**config.mk**
```make
export PLATFORM = sky130hd
export DESIGN_NAME = virtual_register_command_decoder
export DESIGN_NICKNAME = d
export VERILOG_FILES = /design/src/include/vreg_cmd_pkg.sv /design/src/core/temp_pair_averager.sv /design/src/core/virtual_register_command_decoder.sv
export SDC_FILE = /design/constraint.sdc
export NUM_CORES = 1
export LEC_CHECK = 0
export BUFFER_PORTS_ARGS = -buffer_cell sky130_fd_sc_hd__buf_2
export CORE_MARGIN = 2
export CORE_UTILIZATION = 56
export CTS_CLUSTER_DIAMETER = 30
export DETAILED_ROUTE_END_ITERATION = 8
export PLACE_DENSITY = 0.85
export SETUP_SLACK_MARGIN = 0.15
export SLEW_MARGIN = 20
export SYNTH_ARGS = -nofsm -noshare
export SYNTH_HDL_FRONTEND = slang
export SYNTH_SLANG_ARGS = --single-unit
```
**constraint.sdc**
```tcl
create_clock -name clk_i -period 5.27 [get_ports clk_i]
set_input_delay 1.054 -clock clk_i [delete_from_list [all_inputs] [get_ports clk_i]]
set_output_delay 1.054 -clock clk_i [all_outputs]
set_load 0.005 [all_outputs]
```
**src/include/vreg_cmd_pkg.sv**
```systemverilog
// Constants and types shared by the virtual register command decoder.
package vreg_cmd_pkg;

  // Command address width and the virtual command addresses.
  localparam int          ADDR_W             = 12;
  localparam logic [11:0] ADDR_APPLY_SHADOW  = 12'h900;
  localparam logic [11:0] ADDR_CAPTURE_SHADOW = 12'ha00;
  localparam logic [11:0] ADDR_FW_VERSION    = 12'hc00;
  localparam logic [11:0] ADDR_RAW_TEMP      = 12'hc01;
  localparam logic [11:0] ADDR_HALT_ENTRY    = 12'hc02;
  localparam logic [11:0] ADDR_LP_ENTRY      = 12'hc03;
  localparam logic [11:0] ADDR_LP_EXIT       = 12'hc04;

  // Read data is one 16-bit word; one-byte answers sit in the low byte.
  localparam int          DATA_W             = 16;
  localparam logic [7:0]  FILLER_BYTE        = 8'h00;
  localparam logic [7:0]  ZERO_BYTE          = 8'h00;
  localparam logic [15:0] ZERO_WORD          = 16'h0000;

  // Two temperature samples are averaged: shift by one.
  localparam int          AVG_SHIFT          = 1;

  // Decoder sequencing states.
  typedef enum logic [2:0] {
    CMD_IDLE    = 3'b001,
    CMD_MEASURE = 3'b010,
    CMD_READY   = 3'b100
  } cmd_state_e;

  // Averager sequencing states.
  typedef enum logic [1:0] {
    AVG_IDLE   = 2'b01,
    AVG_SAMPLE = 2'b10
  } avg_state_e;

endpackage

```
**src/core/temp_pair_averager.sv**
```systemverilog
// Requests die temperature samples and returns their average.
`timescale 1ns/1ps
`default_nettype none

module temp_pair_averager
  import vreg_cmd_pkg::*;
#(
  parameter int W = 16
) (
  // Clock and reset.
  input  wire logic         clk_i,
  input  wire logic         rstn_i,
  // Control.
  input  wire logic         start_i,
  output logic              done_o,
  output logic [W-1:0]      result_o,
  // Sampler handshake.
  output logic              sample_req_o,
  input  wire logic         sample_ack_i,
  input  wire logic [W-1:0] sample_i
);

  localparam int          SAMPLES = 1 << AVG_SHIFT;
  localparam int          CNT_W   = AVG_SHIFT + 1;
  localparam logic [CNT_W-1:0] LAST_CNT = CNT_W'(SAMPLES - 1);
  localparam logic [CNT_W-1:0] CNT_ONE  = CNT_W'(1);

  avg_state_e           state,  next_state;
  logic [CNT_W-1:0]     cnt,    next_cnt;
  logic [W+AVG_SHIFT-1:0] sum,  next_sum;
  logic [W-1:0]         next_result;
  logic                 next_done;
  logic                 next_req;
  logic [W+AVG_SHIFT-1:0] acc;

  always_comb begin
    next_state  = state;
    next_cnt    = cnt;
    next_sum    = sum;
    next_result = result_o;
    next_done   = 1'b0;
    next_req    = sample_req_o;
    acc         = sum + (W+AVG_SHIFT)'(sample_i);
    case (state)
      AVG_IDLE: begin
        if (start_i) begin
          next_state = AVG_SAMPLE;
          next_cnt   = '0;
          next_sum   = '0;
          next_req   = 1'b1;
        end
      end
      AVG_SAMPLE: begin
        if (sample_ack_i) begin
          next_sum = acc;
          if (cnt == LAST_CNT) begin
            // Sum is wide enough that the average cannot overflow.
            next_result = W'(acc >> AVG_SHIFT);
            next_done   = 1'b1;
            next_req    = 1'b0;
            next_state  = AVG_IDLE;
          end else begin
            next_cnt = cnt + CNT_ONE;
          end
        end
      end
      default: begin
        next_state = AVG_IDLE;
        next_req   = 1'b0;
      end
    endcase
  end

  always_ff @(posedge clk_i or negedge rstn_i) begin
    if (!rstn_i) begin
      state        <= AVG_IDLE;
      cnt          <= '0;
      sum          <= '0;
      result_o     <= '0;
      done_o       <= 1'b0;
      sample_req_o <= 1'b0;
    end else begin
      state        <= next_state;
      cnt          <= next_cnt;
      sum          <= next_sum;
      result_o     <= next_result;
      done_o       <= next_done;
      sample_req_o <= next_req;
    end
  end

endmodule // temp_pair_averager

`default_nettype wire

```
**src/core/virtual_register_command_decoder.sv**
```systemverilog
// Decoder for read-triggered virtual command registers.
`timescale 1ns/1ps
`default_nettype none

// Behaviour
// - Command addresses are read-only virtual locations acted on by reads.
// - A read at the apply address copies the four shadows into live regs.
// - A read at the capture address copies the live regs into the shadows.
// - A read at the version address returns the two-byte firmware version.
// - A read at the raw temperature address averages two die samples.
// - The average is returned as two bytes, low byte sent first.
// - A read at the halt address puts the device in its stop state.
// - A read at the reduced-power entry address enters low-power state.
// - A read at the reduced-power exit address returns to normal operation.
module virtual_register_command_decoder
  import vreg_cmd_pkg::*;
#(
  parameter int          CFG_W          = 16,
  parameter logic [15:0] FW_VERSION     = 16'h0100, // Arbitrary value.
  parameter logic [15:0] CONV_CFG_RST   = 16'h0000,
  parameter logic [15:0] CONV_RATE_RST  = 16'h0000,
  parameter logic [15:0] CONV_ACQ_RST   = 16'h0000,
  parameter logic [15:0] SPI_CFG_RST    = 16'h0000
) (
  // Clock and reset.
  input  wire logic              clk_i,
  input  wire logic              rstn_i,
  // Read requests from the serial slave framer.
  input  wire logic              cmd_start_i,
  input  wire logic [ADDR_W-1:0] cmd_addr_i,
  input  wire logic              cmd_done_i,
  output logic [DATA_W-1:0]      rd_data_o,
  output logic                   rd_ready_o,
  output logic                   cmd_valid_o,
  // Shadow configuration copies.
  input  wire logic [CFG_W-1:0]  converter_config_shadow_i,
  input  wire logic [CFG_W-1:0]  converter_rate_shadow_i,
  input  wire logic [CFG_W-1:0]  converter_acquisition_shadow_i,
  input  wire logic [CFG_W-1:0]  serial_port_config_shadow_i,
  output logic                   capture_shadow_o,
  // Live hardware registers.
  output logic [CFG_W-1:0]       live_converter_config_o,
  output logic [CFG_W-1:0]       live_converter_rate_o,
  output logic [CFG_W-1:0]       live_converter_acquisition_o,
  output logic [CFG_W-1:0]       live_serial_port_config_o,
  // Power states.
  input  wire logic              wake_i,
  output logic                   halt_o,
  output logic                   reduced_power_state_o,
  // Temperature sampler.
  output logic                   temp_sample_req_o,
  input  wire logic              temp_sample_ack_i,
  input  wire logic [DATA_W-1:0] temp_sample_i
);

  cmd_state_e        state,      next_state;
  logic [ADDR_W-1:0] addr,       next_addr;
  logic [DATA_W-1:0] next_rd_data;
  logic              next_rd_ready;
  logic              next_cmd_valid;
  logic              next_capture;
  logic [CFG_W-1:0]  next_cfg, next_rate, next_acq, next_spi;
  logic              next_halt;
  logic              next_low_power;
  logic              avg_start;
  logic              avg_done;
  logic [DATA_W-1:0] avg_result;
  logic              fire;
  logic              wake_meta;
  logic              wake_sync;

  temp_pair_averager #(
    .W (DATA_W)
  ) u_avg (
    .clk_i        (clk_i),
    .rstn_i       (rstn_i),
    .start_i      (avg_start),
    .done_o       (avg_done),
    .result_o     (avg_result),
    .sample_req_o (temp_sample_req_o),
    .sample_ack_i (temp_sample_ack_i),
    .sample_i     (temp_sample_i)
  );

  // The wake pin is asynchronous to the system clock.
  always_ff @(posedge clk_i or negedge rstn_i) begin
    if (!rstn_i) begin
      wake_meta <= 1'b0;
      wake_sync <= 1'b0;
    end else begin
      wake_meta <= wake_i;
      wake_sync <= wake_meta;
    end
  end

  assign fire = (state == CMD_READY) && cmd_done_i;

  always_comb begin
    next_state     = state;
    next_addr      = addr;
    next_rd_data   = rd_data_o;
    next_rd_ready  = rd_ready_o;
    next_cmd_valid = cmd_valid_o;
    next_capture   = 1'b0;
    next_cfg       = live_converter_config_o;
    next_rate      = live_converter_rate_o;
    next_acq       = live_converter_acquisition_o;
    next_spi       = live_serial_port_config_o;
    next_halt      = halt_o;
    next_low_power = reduced_power_state_o;
    avg_start      = 1'b0;
    // Wake only ends the stop state; a halt read in the same cycle wins.
    if (wake_sync) begin
      next_halt = 1'b0;
    end
    if (fire) begin
      next_state    = CMD_IDLE;
      next_rd_ready = 1'b0;
      case (addr)
        ADDR_APPLY_SHADOW: begin
          next_cfg  = converter_config_shadow_i;
          next_rate = converter_rate_shadow_i;
          next_acq  = converter_acquisition_shadow_i;
          next_spi  = serial_port_config_shadow_i;
        end
        ADDR_CAPTURE_SHADOW: next_capture = 1'b1;
        ADDR_HALT_ENTRY: next_halt = 1'b1;
        ADDR_LP_ENTRY: next_low_power = 1'b1;
        ADDR_LP_EXIT: next_low_power = 1'b0;
        default: next_low_power = reduced_power_state_o;
      endcase
    end
    if (state == CMD_MEASURE) begin
      if (avg_done) begin
        next_rd_data  = avg_result;
        next_rd_ready = 1'b1;
        next_state    = CMD_READY;
      end
    end else if (cmd_start_i) begin
      // A new read abandons an unfinished one without acting on it.
      next_addr      = cmd_addr_i;
      next_cmd_valid = 1'b1;
      next_rd_ready  = 1'b1;
      next_state     = CMD_READY;
      case (cmd_addr_i)
        ADDR_FW_VERSION: next_rd_data = FW_VERSION;
        ADDR_RAW_TEMP: begin
          avg_start     = 1'b1;
          next_rd_ready = 1'b0;
          next_rd_data  = ZERO_WORD;
          next_state    = CMD_MEASURE;
        end
        ADDR_APPLY_SHADOW, ADDR_CAPTURE_SHADOW, ADDR_HALT_ENTRY,
        ADDR_LP_ENTRY, ADDR_LP_EXIT: next_rd_data = {ZERO_BYTE, FILLER_BYTE};
        default: begin
          next_rd_data   = ZERO_WORD;
          next_cmd_valid = 1'b0;
        end
      endcase
    end
  end

  always_ff @(posedge clk_i or negedge rstn_i) begin
    if (!rstn_i) begin
      state                        <= CMD_IDLE;
      addr                         <= '0;
      rd_data_o                    <= ZERO_WORD;
      rd_ready_o                   <= 1'b0;
      cmd_valid_o                  <= 1'b0;
      capture_shadow_o             <= 1'b0;
      live_converter_config_o      <= CFG_W'(CONV_CFG_RST);
      live_converter_rate_o        <= CFG_W'(CONV_RATE_RST);
      live_converter_acquisition_o <= CFG_W'(CONV_ACQ_RST);
      live_serial_port_config_o    <= CFG_W'(SPI_CFG_RST);
      halt_o                       <= 1'b0;
      reduced_power_state_o        <= 1'b0;
    end else begin
      state                        <= next_state;
      addr                         <= next_addr;
      rd_data_o                    <= next_rd_data;
      rd_ready_o                   <= next_rd_ready;
      cmd_valid_o                  <= next_cmd_valid;
      capture_shadow_o             <= next_capture;
      live_converter_config_o      <= next_cfg;
      live_converter_rate_o        <= next_rate;
      live_converter_acquisition_o <= next_acq;
      live_serial_port_config_o    <= next_spi;
      halt_o                       <= next_halt;
      reduced_power_state_o        <= next_low_power;
    end
  end

  // Checker helpers: the last two samples taken during a measurement.
  logic [DATA_W-1:0] seen0;
  logic [DATA_W-1:0] seen1;
  logic [DATA_W:0]   seen_sum;

  always_ff @(posedge clk_i or negedge rstn_i) begin
    if (!rstn_i) begin
      seen0 <= ZERO_WORD;
      seen1 <= ZERO_WORD;
    end else if (temp_sample_ack_i && temp_sample_req_o) begin
      seen0 <= seen1;
      seen1 <= temp_sample_i;
    end
  end

  assign seen_sum = {1'b0, seen0} + {1'b0, seen1};

  // Checker helper: the address offered with a start names a command.
  logic start_is_cmd;

  assign start_is_cmd = cmd_addr_i inside {ADDR_APPLY_SHADOW,
    ADDR_CAPTURE_SHADOW, ADDR_FW_VERSION, ADDR_RAW_TEMP, ADDR_HALT_ENTRY,
    ADDR_LP_ENTRY, ADDR_LP_EXIT};
endmodule // virtual_register_command_decoder

`default_nettype wire

```
==> impl_metrics.toml, run 1 <==
[outcome]
status = "finished clean"

[drt]
dr.pass1.iters = 6
drt-total-wl_um = 15000
num_vias = 4623
drcViolationCount = 0
ant_nets = 0
drt_iter0_markers = 353
wl_per_cell_um = 18.1
drt-vias-per-instance = 5.58

[final_layout]
fin_util_pct = 70.7
final_area_mm2 = 0.00797
drive_above_1_share_pct = 43.1
multi_input_area_mm2 = 0.00268
nFillCells = 771
layout.nets = 788
seq_area_mm2 = 0.00351
synthToLayoutAreaGrowth_pct = 24.5

[power_and_ir_drop]
vdd_ir_drop_max_mv = 0.261
p_leak_nw = 4.14
intPower_mw = 1.89
power_mw = 2.40
p_seq_share_pct = 46.1
switching_share_pct = 20.9
powerDensity_mw_per_mm2 = 301
p_clk_share_pct = 48.6
power_switching_mw = 0.502
p_comb_share_pct = 5.3

[worst_hold_path]
hp-class = "reg2reg"
worstHoldPathCells = 0
min_to = "wake_sync"
hp-start = "wake_meta"

[floorplanning]
die_h_um = 111
initial_core_util_pct = 56.8
rows = 39
pin_count = 184
dieArea_mm2 = 0.0123
fp.dieW_um = 111
core_mm2 = 0.0113

[yosys]
synthArstFlopShare_pct = 100
synth.area.top_cells = "dfrtp_1 54%, mux2_4 14%, ha_1 3.3%, nand2_1 2.7%, mux2_2 2.3%"
yosysTopAreaCell = "dfrtp_1"
synth_edf_count = 0
syn_avg_cell_area_um2 = 13.2
synthFlopType = "dfrtp_1"
ys_seq_elements = 140
synth.top_cell.area_share_pct = 54.0
synth_common_cells = "138 x dfrtp_1, 60 x mux2_4, 46 x nand2_1, 24 x o21ai_0, 17 x ha_1"
synth_warnings = 0
syn_inst = 485
ys_types = 53
synth_most_common_cell = "dfrtp_1"
yosysSeqAreaShare_pct = 54.8
syn_nets = 601
synth_area_mm2 = 0.00640

[setup_path]
cp-end-kind = "flip-flop"
reg2reg_to = "live_converter_rate_o[13]"
worstPathMaxFanout = 39
worstSetupPathType = "in2reg"
ff2ff_path_depth = 7
required_ps = 5560
r2r_setup_slack_ps = 2400
worstPathArrival_ps = 3350
critPathLaunchType = "primary input"
regToRegStartpoint = "addr[3]"

[placed_design]
gp_congestion = 0.879
hpwl_um = 10600
place_area_mm2 = 0.00735
port_buffers = 183

[sta]
period_minus_slack_ps = 3050
fin_tns_setup_ps = 0
fin_crit_sh_pct = 57.9
drv_slew = 0
relSlewSlack_pct = 38.8
worstMarginPinSlew_ps = 916
max_freq_mhz = 328
finalHoldViolations = 0
setup_viol_count_final = 0
rsz0062_at_grt = "no"
fin_skew_ps = 5.22

[clocking]
cts_buffers = 17
cts_tree = "yes"
cts_resized = 0
clkSlewWorstSetupHoldPaths_ps = 60
cts_sinks = 140
root_buffer = "clkbuf_16"
insertion_delay_ps = 410
htreeDepth = 4
cts.path.max_buffers = 2
cts_setup_buffers = 0
cts.hold.buffers_added = 0

[grt]
grt_max_degree = 100
grt_pass1_vias = 4748
grt_pass1_wl_um = 24300
track_usage_pct = 25.0
antenna_found_initial = 1
grt_remaining_overflow = 0

[job]
drv_cap = 0
[flip-flops by register name, summed over array words and instances (netlist names)]
| signal | cells |
|---|---|
| addr | 12 |
| cmd_valid_o | 1 |
| wake_meta | 1 |
| live_serial_port_config_o | 16 |
| reduced_power_state_o | 1 |
| rd_ready_o | 1 |
| u_avg.state | 1 |
| capture_shadow_o | 1 |
| live_converter_acquisition_o | 16 |
| u_avg.sum | 17 |
| u_avg.sample_req_o | 1 |
| rd_data_o | 16 |
| u_avg.result_o | 16 |
| live_converter_config_o | 16 |
| u_avg.done_o | 1 |
| state | 3 |
| halt_o | 1 |
| live_converter_rate_o | 16 |
| u_avg.cnt | 2 |
| wake_sync | 1 |
[worst max path at each step]
stage               startpoint                              end  slack [ps]  cells after the start
floorplan           cmd_done_i  live_converter_acquisition_o[0]        2450                      7
global placement    cmd_done_i     live_serial_port_config_o[2]        1720                      7
detailed placement  cmd_done_i     live_serial_port_config_o[1]        1630                      7
CTS                 cmd_done_i     live_serial_port_config_o[1]        2050                      7
global route        cmd_done_i       live_converter_config_o[7]        2110                      8
finish              cmd_done_i        live_converter_rate_o[13]        2220                      8
[per-stage QoR]
stage | instances | hold WS [ps] | setup slack, ps
detailed placement | 795 | 361 | 1630
global route | 828 | 378 | 2110
floorplan | 485 | 331 | 2450
CTS | 826 | 374 | 2050
global placement | 795 | 337 | 1720
finish | 828 | 367 | 2220
[cell usage in the layout, fill, tap and decap left out, types with 4 or more instances in the layout]
| master | synthesis | layout |
|---|---|---|
| clkbuf_16 | 0 | 17 |
| nor3b_1 | 4 | 4 |
| mux2_4 | 60 | 60 |
| nor2_1 | 13 | 13 |
| o21a_1 | 6 | 6 |
| ha_1 | 17 | 17 |
| dfrtp_1 | 138 | 138 |
| o21ai_1 | 10 | 10 |
| o21bai_1 | 4 | 4 |
| clkbuf_8 | 0 | 4 |
| nand2_1 | 46 | 46 |
| nand2b_1 | 6 | 6 |
| mux2_1 | 4 | 4 |
| xnor2_1 | 8 | 8 |
| nor3_1 | 4 | 4 |
| inv_1 | 9 | 9 |
| a21o_1 | 6 | 6 |
| buf_2 | 0 | 182 |
| o31ai_1 | 9 | 9 |
| clkbuf_1 | 13 | 4 |
| mux2_2 | 13 | 13 |
| a22o_1 | 16 | 16 |
| buf_4 | 0 | 4 |
| o21ai_0 | 24 | 24 |
| a211oi_1 | 4 | 4 |
| a21oi_1 | 16 | 16 |
| xor2_1 | 5 | 5 |
[final cells by class]
| type | count | area share [%] |
|---|---|---|
| clock inverter | 6 | 1.07 |
| timing repair buffer | 188 | 12.3 |
| sequential | 140 | 44.0 |
| antenna | 1 | 0.0314 |
| tap | 143 | 2.25 |
| multi-input combinational | 316 | 33.7 |
| clock buffer | 25 | 6.22 |
| inverter | 9 | 0.424 |
[power groups by stage]
stage	combinational, mW	clock [mW]	sequential [mW]
4_1_cts	0.130	1.18	1.10
2_1_floorplan	0.0495	0	1.12
5_1_grt	0.143	1.23	1.11
3_5_place_dp	0.128	0	1.12
3_3_place_gp	0.122	0	1.12
6_report	0.128	1.16	1.10
[routing by layer]
metal  up-vias  global-route usage (%)  share of wire (%)
met4         0                    8.92                2.7
li1       2121                       -                  -
met1      2277                    30.3                 39
met3        31                    8.69                7.3
met5         -                       0                  0
met2       194                    41.8                 51
[kinds of logic (layout without fill, tap and decap cells)]
logic type,count (synthesis),in the layout,share of synthesized area (%)
buf+inv,29,228,3.34
simple gates,96,96,7.75
mux,78,78,17.2
compound gates,111,111,11.5
xor+xnor,13,13,1.78
fa+ha+maj,18,18,3.64
flops,140,140,54.8
other cells,0,1,0
[worst max-delay path, stage by stage]
cell	delay (ps)
buf_2	90
and4bb_1	220
nand4b_1	120
or4b_4	530
nor3b_4	200
buf_4	430
buf_16	310
mux2_4	330
(Power assumes the default switching activity.)
==> inputs of run 2 (changes only) <==
--- a/config.mk
+++ b/config.mk
@@ -7,10 +7,10 @@
 export LEC_CHECK = 0
 export BUFFER_PORTS_ARGS = -buffer_cell sky130_fd_sc_hd__buf_2
 export CORE_MARGIN = 2
-export CORE_UTILIZATION = 56
+export CORE_UTILIZATION = 52
 export CTS_CLUSTER_DIAMETER = 30
 export DETAILED_ROUTE_END_ITERATION = 8
-export PLACE_DENSITY = 0.85
+export PLACE_DENSITY = 0.8
 export SETUP_SLACK_MARGIN = 0.15
 export SLEW_MARGIN = 20
 export SYNTH_ARGS = -nofsm -noshare
==> constraint.sdc (replaced) <==
create_clock -name clk_i -period 3.1 [get_ports clk_i]
set_input_delay 0.62 -clock clk_i [delete_from_list [all_inputs] [get_ports clk_i]]
set_output_delay 0.62 -clock clk_i [all_outputs]
set_load 0.005 [all_outputs]
==> impl_metrics.toml, run 2 (synthesis gave the netlist of run 1 again) <==
[drt]
num_vias = 4571
drt_iter0_markers = 365
wl_per_cell_um = 17.3
ant_nets = 0
dr.pass1.iters = 5
drt-vias-per-instance = 5.48
drcViolationCount = 0
drt-total-wl_um = 14400

[worst_hold_path]
hp-class = "in2async"

[sta]
period_minus_slack_ps = 2680
finalHoldViolations = 0
worstMarginPinSlew_ps = 912
max_freq_mhz = 372
fin_crit_sh_pct = 86.6
fin_tns_setup_ps = 0
post-route-worst-setup-slack_ps = 415
drv_slew = 0
relSlewSlack_pct = 39.2
setup_viol_count_final = 0
fin_skew_ps = 6.44
rsz0062_at_grt = "no"

[placed_design]
gp_congestion = 0.900
port_buffers = 183
pre_cts_slack_ps = 293
hpwl_um = 10200

[clocking]
cts_tree = "yes"
cts_buffers = 17
insertion_delay_ps = 410
cts_resized = 0
cts_sinks = 140
htreeDepth = 4
root_buffer = "clkbuf_16"
cts.path.max_buffers = 2
cts_setup_buffers = 0
clkSlewWorstSetupHoldPaths_ps = 60
cts.hold.buffers_added = 0

[setup_path]
crit_family = "simple AND/OR/NAND/NOR gates"
crit_chain = "nor4_1 -> nand4b_1 -> or4b_4 -> nor3b_4 -> buf_12 -> mux2_1"
required_ps = 3400
worstSetupPathType = "reg2reg"
crit_path_top_delay_cell = "or4b_4"
cp-end-kind = "flip-flop"
worstPathMaxFanout = 64
path_buf_inv = 1
critPathLaunchType = "flip-flop"
worstPathArrival_ps = 2980
cpPeakStageDelay_ps = 540

[power_and_ir_drop]
powerDensity_mw_per_mm2 = 504
vdd_ir_drop_max_mv = 0.328
p_leak_nw = 4.12

[grt]
grt_pass1_vias = 4544
antenna_found_initial = 0
grt_max_degree = 100
grt_remaining_overflow = 0
grt_pass1_wl_um = 22800
track_usage_pct = 22.2

[final_layout]
largest_register_ffs = 17
final_cell_mix = "182 x buf_2, 138 x dfrtp_1, 60 x mux2_4"
drive_above_1_share_pct = 44.1
synthToLayoutAreaGrowth_pct = 24.7
nFillCells = 917
diodes = 0
layout.nets = 790
max_flop_register = "u_avg.sum"
final_common_cell = "buf_2"

[floorplanning]
initial_core_util_pct = 53.3
fp.dieW_um = 115
die_h_um = 115
rows = 40
dieArea_mm2 = 0.0132
pin_count = 184
core_mm2 = 0.0120

[outcome]
status = "finished clean"

[job]
drv_cap = 0
-- run 2: cell types whose count changed in the layout (fill, tap and decap cells not counted), sizes merged --
cell      delta
bufinv       -1
clkinv       +1
buf          +2
diode        -1
clkbuf       -8
clkinvlp     +6
inv          +3
-- run 2: path summary, 6_finish.rpt --
path / startpoint / slack (ps) / endpoint / depth (start not counted)
setup / recovery: addr[3] / 420 / live_serial_port_config_o[2] / 6
hold / removal: rstn_i / 300 / u_avg.sum[13] / 1
setup reg to reg: addr[3] / 420 / live_serial_port_config_o[2] / 6
hold reg to reg: wake_meta / 360 / wake_sync / 0
max in group asynchronous: rstn_i / 2030 / live_converter_acquisition_o[14] / 2
min in group clk_i: wake_i / 320 / wake_meta / 1
-- run 2: power by group --
part	internal, mW	switching [mW]
Clock	1.11	0.816
Sequential	1.86	0.0191
Combinational	0.104	0.115
-- run 2: cell type report --
class	count	area [um^2]	area share [%]
multi-input cells	316	2690	33.7
clock inverters	15	143	1.79
repair buffers	190	1000	12.5
clock buffers	17	425	5.33
inverters	9	33.8	0.423
well taps	147	184	2.31
flip-flops and latches	140	3510	43.9
-- run 2: per-stage QoR --
stage               util (%)  hold slack (ps)  std cells  power [mW]  cell area, um^2
floorplan                  -              324        485        1.99             6400
global placement        61.7              339        802        2.12             7410
detailed placement      61.7              354        802        2.13             7410
CTS                     66.4              304        834        4.06             7980
global route            66.4              296        834        4.17             7980
finish                  66.4              299        834        4.02             7980
-- run 2: per-layer routing --
layer | GRT usage, % | share of wire [%] | wire [um]
met1 | 28.6 | 43 | 6260
met3 | 6.59 | 7.0 | 1000
met2 | 36.5 | 49 | 6990
met4 | 6.99 | 1.0 | 144
met5 | 0 | 0 | 0
==> inputs of run 3 (changes only) <==
--- a/config.mk
+++ b/config.mk
@@ -10,7 +10,7 @@
 export CORE_UTILIZATION = 52
 export CTS_CLUSTER_DIAMETER = 30
 export DETAILED_ROUTE_END_ITERATION = 8
-export PLACE_DENSITY = 0.8
+export PLACE_DENSITY = 0.83
 export SETUP_SLACK_MARGIN = 0.15
 export SLEW_MARGIN = 20
 export SYNTH_ARGS = -nofsm -noshare
==> impl_metrics.toml, run 3 (synthesis gave the netlist of run 1 again) <==
[final_layout]
final_common_cell = "buf_2"
diodes = 0
final_cell_mix = "182 x buf_2, 138 x dfrtp_1, 60 x mux2_4"
layout.nets = 793
drive_above_1_share_pct = 43.6
nFillCells = 888
max_flop_register = "u_avg.sum"
fin_util_pct = 66.9
synthToLayoutAreaGrowth_pct = 25.6
largest_register_ffs = 17

[setup_path]
cp-end-kind = "flip-flop"
worstSetupPathType = "reg2reg"
crit_path_start = "addr[3]"
critPathLaunchType = "flip-flop"
regToRegStartpoint = "addr[3]"
worstPathMaxFanout = 64
worstPathArrival_ps = 2970
required_ps = 3390

[sta]
relSlewSlack_pct = 56.9
hold_ws_ps = 163
period_minus_slack_ps = 2680
finalHoldViolations = 0
worstMarginPinSlew_ps = 637
fin_crit_sh_pct = 86.5
setup_viol_count_final = 0
rsz0062_at_grt = "no"
fin_skew_ps = 9.66
fin_tns_setup_ps = 0
max_freq_mhz = 373
drv_slew = 0

[grt]
grt_remaining_overflow = 0
grt_pass1_wl_um = 22800
antenna_found_initial = 0
grt_pass1_vias = 4561
track_usage_pct = 22.4
grt_max_degree = 65

[placed_design]
hpwl_um = 10300
port_buffers = 183
gp_congestion = 0.915

[drt]
num_vias = 4585
drcViolationCount = 0
ant_nets = 0
wl_per_cell_um = 17.1
drt-vias-per-instance = 5.48
drt_iter0_markers = 352
drt-total-wl_um = 14300
dr.pass1.iters = 5

[clocking]
insertion_delay_ps = 420
cts_setup_buffers = 0
root_buffer = "clkbuf_16"
clkSlewWorstSetupHoldPaths_ps = 60
cts_buffers = 17
cts_resized = 0
cts_tree = "yes"
htreeDepth = 4
cts.path.max_buffers = 2
cts.hold.buffers_added = 0
cts_sinks = 140

[floorplanning]
initial_core_util_pct = 53.3
die_h_um = 115
rows = 40
core_mm2 = 0.0120
dieArea_mm2 = 0.0132
fp.dieW_um = 115
pin_count = 184

[worst_hold_path]
hp-class = "in2async"

[power_and_ir_drop]
vdd_ir_drop_max_mv = 0.300
powerDensity_mw_per_mm2 = 518
p_leak_nw = 4.19

[outcome]
status = "finished clean"

[job]
drv_cap = 0
run 3: worst paths after layout:
check | to | slack (ps) | cells after the start
max | live_serial_port_config_o[2] | 420 | 6
min | u_avg.sum[11] | 160 | 1
min in group clk_i | wake_meta | 310 | 1
max reg2reg | live_serial_port_config_o[2] | 420 | 6
min reg2reg | wake_sync | 380 | 0
max in group asynchronous | state[0] | 2140 | 2
run 3: where the power goes:
part           switching, mW  leakage, nW  total, mW  internal, mW
clock network          0.722        0.301       2.07          1.35
registers             0.0193         1.90       1.88          1.86
logic                  0.115         1.98      0.220         0.105
run 3: cell type report:
class	instances	area, um^2	area share [%]
Clock inverter	7	110	1.37
Inverter	9	33.8	0.420
Timing Repair Buffer	193	1020	12.7
Clock buffer	25	495	6.17
Sequential cell	140	3510	43.6
Tap cell	147	184	2.29
Multi-Input combinational cell	316	2680	33.4
run 3: metal layers:
metal | GRT usage, % | share of wire [%] | vias to the layer above | wire (um)
met5 | 0 | 0 | - | 0
met4 | 7.79 | 1.1 | 0 | 159
met2 | 37.3 | 50 | 204 | 7160
met1 | 28.1 | 41 | 2220 | 5890
li1 | - | - | 2147 | -
met3 | 6.33 | 7.6 | 14 | 1090
run 3: stage by stage:
| step | setup WS (ps) | instance area [um^2] | power (mW) | std cells |
|---|---|---|---|---|
| finish | 419 | 8040 | 4.16 | 837 |
| floorplan | 709 | 6400 | 1.99 | 485 |
| detailed placement | 268 | 7430 | 2.13 | 805 |
| CTS | 451 | 8040 | 4.20 | 837 |
| global placement | 378 | 7430 | 2.12 | 805 |
| global route | 362 | 8040 | 4.31 | 837 |
run 3: worst max-delay path: stages, from the launching register on:
cell and delay (ps):
dfrtp_1 370, nor4_1 380, nand4b_1 190, or4b_4 540, nor3b_4 240, buf_12 420, mux2_1 390
